--- src/hw/mac_pkg.sv ---
// Constants for the acquisition address counter block
package mac_pkg;
    // Counter geometry
    localparam int CNT_W = 10;
    localparam int LOW_W = 8;
    localparam int DATA_W = 8;
    localparam int NUM_CLK_REGS = 6;
    localparam int SYNC_W = 33;

    // I/O port addresses
    localparam logic [7:0] ADDR_LOW_READ = 8'h03;
    localparam logic [7:0] ADDR_HIGH_READ = 8'h04;
    localparam logic [7:0] ADDR_LOAD_CTRL = 8'h10;
    localparam logic [7:0] ADDR_MEM_CTRL = 8'h11;
    localparam logic [7:0] ADDR_SINGLE_STEP = 8'h12;

    // Reset values
    localparam logic [7:0] LOAD_CTRL_RESET = 8'hff;
    localparam logic [7:0] MEM_CTRL_RESET = 8'h00;
    localparam logic [7:0] CLK_REG_RESET = 8'h00;
    localparam logic [7:0] READ_IDLE = 8'h00;

    // Field positions
    localparam int LOAD_LOW_BIT = 3;
    localparam int LOAD_HIGH_BIT = 4;
    localparam int MEM_READ_BIT = 5;
    localparam int CLK_SEL_REG = 4;
    localparam int CLK_SEL_STEP_BIT = 7;
endpackage

--- src/hw/mac_counter.sv ---
// Ten-bit acquisition address counter with split parallel load
`timescale 1ns/100ps
`default_nettype none
module mac_counter #(
    parameter int CNT_W = mac_pkg::CNT_W,
    parameter int LOW_W = mac_pkg::LOW_W
) (
    // Clock and reset
    input wire logic i_clk,
    input wire logic i_rst_n,
    // Counter clock and load control
    input wire logic i_count_pulse,
    input wire logic i_low_load_n,
    input wire logic i_high_load_n,
    input wire logic [LOW_W-1:0] i_load_data,
    // Count value
    output logic [CNT_W-1:0] o_count
);
    logic [CNT_W-1:0] next_count;

    // Load either part, otherwise count with wrap
    always_comb begin
        next_count = o_count;
        if (i_count_pulse) begin
            if (!i_low_load_n || !i_high_load_n) begin
                if (!i_low_load_n) begin
                    next_count[LOW_W-1:0] = i_load_data;
                end
                if (!i_high_load_n) begin
                    next_count[CNT_W-1:LOW_W] = i_load_data[CNT_W-LOW_W-1:0];
                end
            end else begin
                next_count = o_count + 1'b1;
            end
        end
    end

    always_ff @(posedge i_clk or negedge i_rst_n) begin
        if (!i_rst_n) begin
            o_count <= '0;
        end else begin
            o_count <= next_count;
        end
    end
endmodule
`default_nettype wire

--- src/hw/mac_top.sv ---
// Acquisition address counter: host latches, clock select, readback
`timescale 1ns/100ps
`default_nettype none
module mac_top #(
    parameter int DATA_W = mac_pkg::DATA_W,
    parameter int CNT_W = mac_pkg::CNT_W,
    parameter int NUM_CLK_REGS = mac_pkg::NUM_CLK_REGS
) (
    // Clock and reset
    input wire logic i_clk,
    input wire logic i_rst_n,
    // Host I/O bus pins
    input wire logic i_io_wr_n,
    input wire logic i_io_rd_n,
    input wire logic [7:0] i_io_addr,
    input wire logic [DATA_W-1:0] i_host_data_lines,
    output logic [DATA_W-1:0] o_host_data_lines,
    output logic o_host_data_lines_oe,
    // Parallel control strobes, clock select is one of them
    input wire logic [NUM_CLK_REGS-1:0] i_parallel_control_strobes_n,
    // Local bus and free-running sample clock request
    input wire logic [7:0] i_local_bus_bits,
    input wire logic i_sample_clock_req,
    // Counter control and status
    output logic o_low_byte_load_n,
    output logic o_high_bits_load_n,
    output logic o_mem_read,
    output logic o_counter_enable_n,
    output logic o_main_sample_clock,
    output logic o_counter_clock,
    output logic o_high_readback_select_n,
    output logic [CNT_W-1:0] o_acq_addr_counter
);
    // Two-stage synchroniser on every pin input
    logic [mac_pkg::SYNC_W-1:0] sync_meta;
    logic [mac_pkg::SYNC_W-1:0] sync_q;
    always_ff @(posedge i_clk or negedge i_rst_n) begin
        if (!i_rst_n) begin
            sync_meta <= {mac_pkg::SYNC_W{1'b1}};
            sync_q <= {mac_pkg::SYNC_W{1'b1}};
        end else begin
            sync_meta <= {i_io_wr_n, i_io_rd_n, i_io_addr, i_host_data_lines,
                          i_parallel_control_strobes_n, i_local_bus_bits,
                          i_sample_clock_req};
            sync_q <= sync_meta;
        end
    end

    // Synchronised fields
    logic wr_n_s;
    logic rd_n_s;
    logic [7:0] addr_s;
    logic [DATA_W-1:0] data_s;
    logic [NUM_CLK_REGS-1:0] pcs_n_s;
    logic [7:0] local_bus_s;
    logic sample_s;
    assign {wr_n_s, rd_n_s, addr_s, data_s, pcs_n_s, local_bus_s, sample_s} = sync_q;

    // Edge history
    logic wr_n_prev;
    logic sample_prev;
    logic [NUM_CLK_REGS-1:0] pcs_n_prev;
    logic wr_fall;
    logic sample_rise;
    assign wr_fall = wr_n_prev && !wr_n_s;
    assign sample_rise = !sample_prev && sample_s;

    // Write decode, taken on the falling edge of the write strobe
    logic wr_load_ctrl;
    logic wr_mem_ctrl;
    logic wr_single_step;
    assign wr_load_ctrl = wr_fall && (addr_s == mac_pkg::ADDR_LOAD_CTRL);
    assign wr_mem_ctrl = wr_fall && (addr_s == mac_pkg::ADDR_MEM_CTRL);
    assign wr_single_step = wr_fall && (addr_s == mac_pkg::ADDR_SINGLE_STEP);

    // Read decode; a read is live while the read strobe stays low
    logic rd_active;
    logic rd_low;
    logic rd_high;
    assign rd_active = !rd_n_s;
    assign rd_low = rd_active && (addr_s == mac_pkg::ADDR_LOW_READ);
    assign rd_high = rd_active && (addr_s == mac_pkg::ADDR_HIGH_READ);

    // Clock configuration registers, one per control strobe
    logic [DATA_W-1:0] clk_regs [NUM_CLK_REGS];
    genvar gi;
    generate
        for (gi = 0; gi < NUM_CLK_REGS; gi++) begin : g_clk_reg
            logic [DATA_W-1:0] next_reg;
            // Capture host data on the strobe's low-going edge
            assign next_reg = (pcs_n_prev[gi] && !pcs_n_s[gi]) ? data_s : clk_regs[gi];
            always_ff @(posedge i_clk or negedge i_rst_n) begin
                if (!i_rst_n) begin
                    clk_regs[gi] <= mac_pkg::CLK_REG_RESET;
                end else begin
                    clk_regs[gi] <= next_reg;
                end
            end
        end
    endgenerate

    // Clock source choice from the clock-select register
    logic step_selected;
    assign step_selected = clk_regs[mac_pkg::CLK_SEL_REG][mac_pkg::CLK_SEL_STEP_BIT];

    // Control latches and pulse generation
    logic [DATA_W-1:0] load_ctrl;
    logic [DATA_W-1:0] mem_ctrl;
    logic [DATA_W-1:0] next_load_ctrl;
    logic [DATA_W-1:0] next_mem_ctrl;
    logic next_main_clk;
    logic next_cnt_clk;
    logic [DATA_W-1:0] next_host_data;
    logic next_host_oe;
    logic [CNT_W-1:0] count;

    always_comb begin
        next_load_ctrl = load_ctrl;
        next_mem_ctrl = mem_ctrl;
        if (wr_load_ctrl) begin
            next_load_ctrl = data_s;
        end
        if (wr_mem_ctrl) begin
            next_mem_ctrl = data_s;
        end
        // A step write only clocks when the step source is chosen
        next_main_clk = step_selected ? wr_single_step : sample_rise;
        // Counter clock is gated off while the enable is high
        next_cnt_clk = next_main_clk && !o_counter_enable_n;
        next_host_oe = rd_active;
        next_host_data = mac_pkg::READ_IDLE;
        if (rd_low) begin
            next_host_data = count[7:0];
        end else if (rd_high) begin
            next_host_data = {{(DATA_W-CNT_W+8){1'b0}}, count[CNT_W-1:8]};
        end
    end

    always_ff @(posedge i_clk or negedge i_rst_n) begin
        if (!i_rst_n) begin
            wr_n_prev <= 1'b1;
            sample_prev <= 1'b1;
            pcs_n_prev <= {NUM_CLK_REGS{1'b1}};
            load_ctrl <= mac_pkg::LOAD_CTRL_RESET;
            mem_ctrl <= mac_pkg::MEM_CTRL_RESET;
            o_main_sample_clock <= 1'b0;
            o_counter_clock <= 1'b0;
            o_host_data_lines <= mac_pkg::READ_IDLE;
            o_host_data_lines_oe <= 1'b0;
        end else begin
            wr_n_prev <= wr_n_s;
            sample_prev <= sample_s;
            pcs_n_prev <= pcs_n_s;
            load_ctrl <= next_load_ctrl;
            mem_ctrl <= next_mem_ctrl;
            o_main_sample_clock <= next_main_clk;
            o_counter_clock <= next_cnt_clk;
            o_host_data_lines <= next_host_data;
            o_host_data_lines_oe <= next_host_oe;
        end
    end

    // Latch bits drive the strobes directly, as the board wiring does
    assign o_low_byte_load_n = load_ctrl[mac_pkg::LOAD_LOW_BIT];
    assign o_high_bits_load_n = load_ctrl[mac_pkg::LOAD_HIGH_BIT];
    assign o_mem_read = mem_ctrl[mac_pkg::MEM_READ_BIT];
    assign o_counter_enable_n = !o_mem_read;
    assign o_high_readback_select_n = !rd_high;
    assign o_acq_addr_counter = count;

    // Counter, loaded from the synchronised local bus
    mac_counter #(
        .CNT_W(CNT_W),
        .LOW_W(mac_pkg::LOW_W)
    ) u_counter (
        .i_clk(i_clk),
        .i_rst_n(i_rst_n),
        .i_count_pulse(o_counter_clock),
        .i_low_load_n(o_low_byte_load_n),
        .i_high_load_n(o_high_bits_load_n),
        .i_load_data(local_bus_s),
        .o_count(count)
    );
endmodule
`default_nettype wire

--- config.mk ---
export PLATFORM = sky130hd
export DESIGN_NAME = mac_top
export DESIGN_NICKNAME = d
export VERILOG_FILES = /design/src/hw/mac_pkg.sv /design/src/hw/mac_counter.sv /design/src/hw/mac_top.sv
export SDC_FILE = /design/constraint.sdc
export NUM_CORES = 1
export LEC_CHECK = 0
export ABC_AREA = 1
export BUFFER_PORTS_ARGS = -buffer_cell sky130_fd_sc_hd__clkbuf_2
export CORE_MARGIN = 4
export CORE_UTILIZATION = 40
export CTS_BUF_LIST = sky130_fd_sc_hd__clkbuf_16
export CTS_CLUSTER_DIAMETER = 100
export DETAILED_ROUTE_END_ITERATION = 10
export SLEW_MARGIN = 20
export SYNTH_ARGS = -nofsm -noshare
export SYNTH_HDL_FRONTEND = slang
export SYNTH_SLANG_ARGS = --single-unit
--- constraint.sdc ---
create_clock -name i_clk -period 1.3 [get_ports i_clk]
set_clock_uncertainty 0.05 [all_clocks]
set_input_delay 0.195 -clock i_clk [delete_from_list [all_inputs] [get_ports i_clk]]
set_output_delay 0.195 -clock i_clk [all_outputs]
set_load 0.01 [all_outputs]
==> flow_summary.json <==
{
  "dieArea_sq_um": 8091,
  "grt_pass1_wl_microns": 8424,
  "via_per_inst": 4.483,
  "syn-num-nets": 259,
  "synth_area_leaders": "dfstp_2, dfrtp_1, nand2_1",
  "failed_checks": "setup timing",
  "slew_viol_final": 0,
  "cp_max_fo": 2,
  "required_ns": 1.05,
  "max_freq_mhz": 641.9,
  "worstSkewPairLatency_ns": 0.33,
  "regArea_sq_um": 1971,
  "antenna_cells": 0,
  "peakVddDrop_v": 0.0008756,
  "fp.dieH_microns": 89.95,
  "finalWeightedCongestion": 0.8515,
  "status": "complete, but fails checks",
  "tightest_slew_ns": 0.3681,
  "drtIter0Drc": 87,
  "wl_per_cell_microns": 12.55,
  "p_per_area_nw_per_um2": 1306,
  "drv_cap": 0,
  "fin_crit_sh_pct": 119.8,
  "syn_to_final_growth_pct": 49.56,
  "dpl.hpwl_microns": 3257,
  "cts_made_buffers": 9,
  "p_leak_nw": 1.891,
  "synth.top_cell.area_share_pct": 51.84,
  "hp-class": "flip-flop to flip-flop",
  "yosysSeqAreaShare_pct": 73.27,
  "path_clk_slew_ns": 0.06,
  "antenna_found_initial": 0,
  "nFillCells": 494,
  "ant_nets": 0,
  "yosysUniqueCellTypes": 24,
  "grt_max_degree": 77,
  "clock_tree.root_cell": "clkbuf_16",
  "syn_area_per_cell_sq_um": 12.05,
  "setup_slack_ns": -0.2579,
  "cp-start-kind": "flip-flop",
  "grt_overflow_total": 0,
  "start_util_pct": 41.83,
  "slew_headroom_pct": 75.46,
  "wirelength_microns": 5273,
  "synthCells": 223,
  "grt_pass1_vias": 1872,
  "ys_ff_latch": 76,
  "end_kind": "output pin",
  "track_usage_pct": 12.90,
  "rsz0062_at_grt": "true",
  "route.vias.total": 1883,
  "ios": 61,
  "cts.htree.levels": 3,
  "min_period_ns": 1.558,
  "drive_above_1_share_pct": 58.89,
  "synth_top_cell_by_area": "dfstp_2",
  "io_buffer_count": 51,
  "syn_area_sq_um": 2686,
  "utilization_pct": 62.56,
  "multi_input_area_sq_um": 754.5,
  "hold_viol": 0,
  "rows": 29,
  "core-area_sq_um": 6422,
  "place_area_sq_um": 3118,
  "finalNetCount": 374,
  "die_x_microns": 89.95,
  "layout_commonest_cell": "dfstp_2",
  "layout_common_cells": "dfstp_2, clkbuf_2, nand2_1, dlygate4sd3_1, inv_1",
  "drc": 0,
  "worstPathArrival_ns": 1.31,
  "ys_warn_count": 0,
  "first_pass_iters": 4,
  "cts_tree": "built",
  "crit_type": "flip-flop to output pin",
  "clock-sinks": 76,
  "finalInstanceArea_sq_um": 4018,
  "setup_viol": 5,
  "clk_path_buf_depth": 2
}
## worst max-delay path: stages (launching register included)
cell and delay [ns]:
dfstp_2 0.53, inv_2 0.03, nand2_2 0.07, nor2_2 0.04, nand2_2 0.09, nor3_2 0.05, inv_1 0.06, clkbuf_2 0.12
## through the flow
step | instances | TNS [ns] | hold WS, ns | total power [mW] | worst slack [ns]
finish | 420 | -0.4214 | 0.3041 | 5.245 | -0.2579
global route | 420 | -0.9831 | 0.3070 | 5.454 | -0.3382
CTS | 413 | -1.366 | 0.3033 | 5.269 | -0.3047
detailed placement | 361 | -0.1451 | 0.2051 | 2.888 | -0.05189
global placement | 361 | -0.04072 | 0.2047 | 2.880 | -0.04072
floorplan | 223 | 0 | -0.1506 | 2.718 | 0.03961
## area by class of cell
cell class              instances  share of cell area [%]
repair buffers                105                   19.18
repair inverters                1                  0.1557
flip-flops and latches         76                   49.05
clock inverters                 7                   1.401
well taps                      77                   2.398
clock buffers                   9                   5.606
multi-input cells             113                   18.78
inverters                      32                   3.426
## state kept, by name (all words and copies together) (netlist names)
signal	cells
u_counter.o_count	10
sample_prev	1
o_host_data_lines_oe	1
sync_q	24
o_counter_clock	1
sync_meta	24
o_host_data_lines	8
o_main_sample_clock	1
clk_regs	1
wr_n_prev	1
mem_ctrl	1
pcs_n_prev	1
load_ctrl	2
## where the power goes
group          internal [mW]  switching [mW]  leakage, nW
Sequential              2.54          0.0675        0.868
Combinational          0.176           0.176        0.885
Clock                   1.32           0.964        0.139
## synthesized netlist by cell type
cell type	n
o21ai_1	3
dfstp_2	53
inv_2	3
o22ai_1	2
ha_1	1
nor3_1	2
dfrtp_1	23
nand4_2	1
nor2_2	3
nand2_1	35
nor2_4	2
inv_1	29
xor2_1	1
nand2_2	2
a21oi_1	11
nand2_4	2
nor2_1	18
nand3b_1	1
nand4_1	3
nand3_1	11
buf_6	2
nor3_2	2
a22oi_2	1
o21ai_0	12
## final timing paths
path / start / to / slack, ns / cells after the start
max: sync_q[29]$_DFF_PN1_ / o_high_readback_select_n / -0.26 / 7
min: sync_meta[22]$_DFF_PN1_ / sync_q[22]$_DFF_PN1_ / 0.30 / 0
max reg2reg: load_ctrl[4]$_DFFE_PN1P_ / u_counter.o_count[7]$_DFFE_PN0P_ / -0.05 / 6
min reg2reg: sync_meta[22]$_DFF_PN1_ / sync_q[22]$_DFF_PN1_ / 0.30 / 0
max in group asynchronous: i_rst_n / sync_q[3]$_DFF_PN1_ / 0.50 / 3
min in group asynchronous: i_rst_n / o_host_data_lines_oe$_DFF_PN0_ / 0.39 / 3
## cell families after synthesis
family          Yosys count  share of synthesized area [%]
compound gates           29                          5.775
xor+xnor                  1                         0.3261
fa+ha+maj                 1                         0.4657
buf+inv                  34                          5.309
flops                    76                          73.27
simple gates             82                          14.86
## what timing repair did
item,CTS,global route
cloned,0,1
setup buffers,11,9
setup endpoints to repair,10,26
hold buffers,25,0
endpoints found under the hold margin,47,0
resized for setup,10,67
pin swaps,2,20
## routing by layer
layer  track usage (%)  up-vias  routed length (microns)
met5                 0        -                        0
met3             3.255        9                      214
li1                  -      940                        -
met4             6.888        0                       96
met1             16.79      892                     2277
met2             19.92       42                     2685
Note: power is estimated with default switching activity, not from simulation.
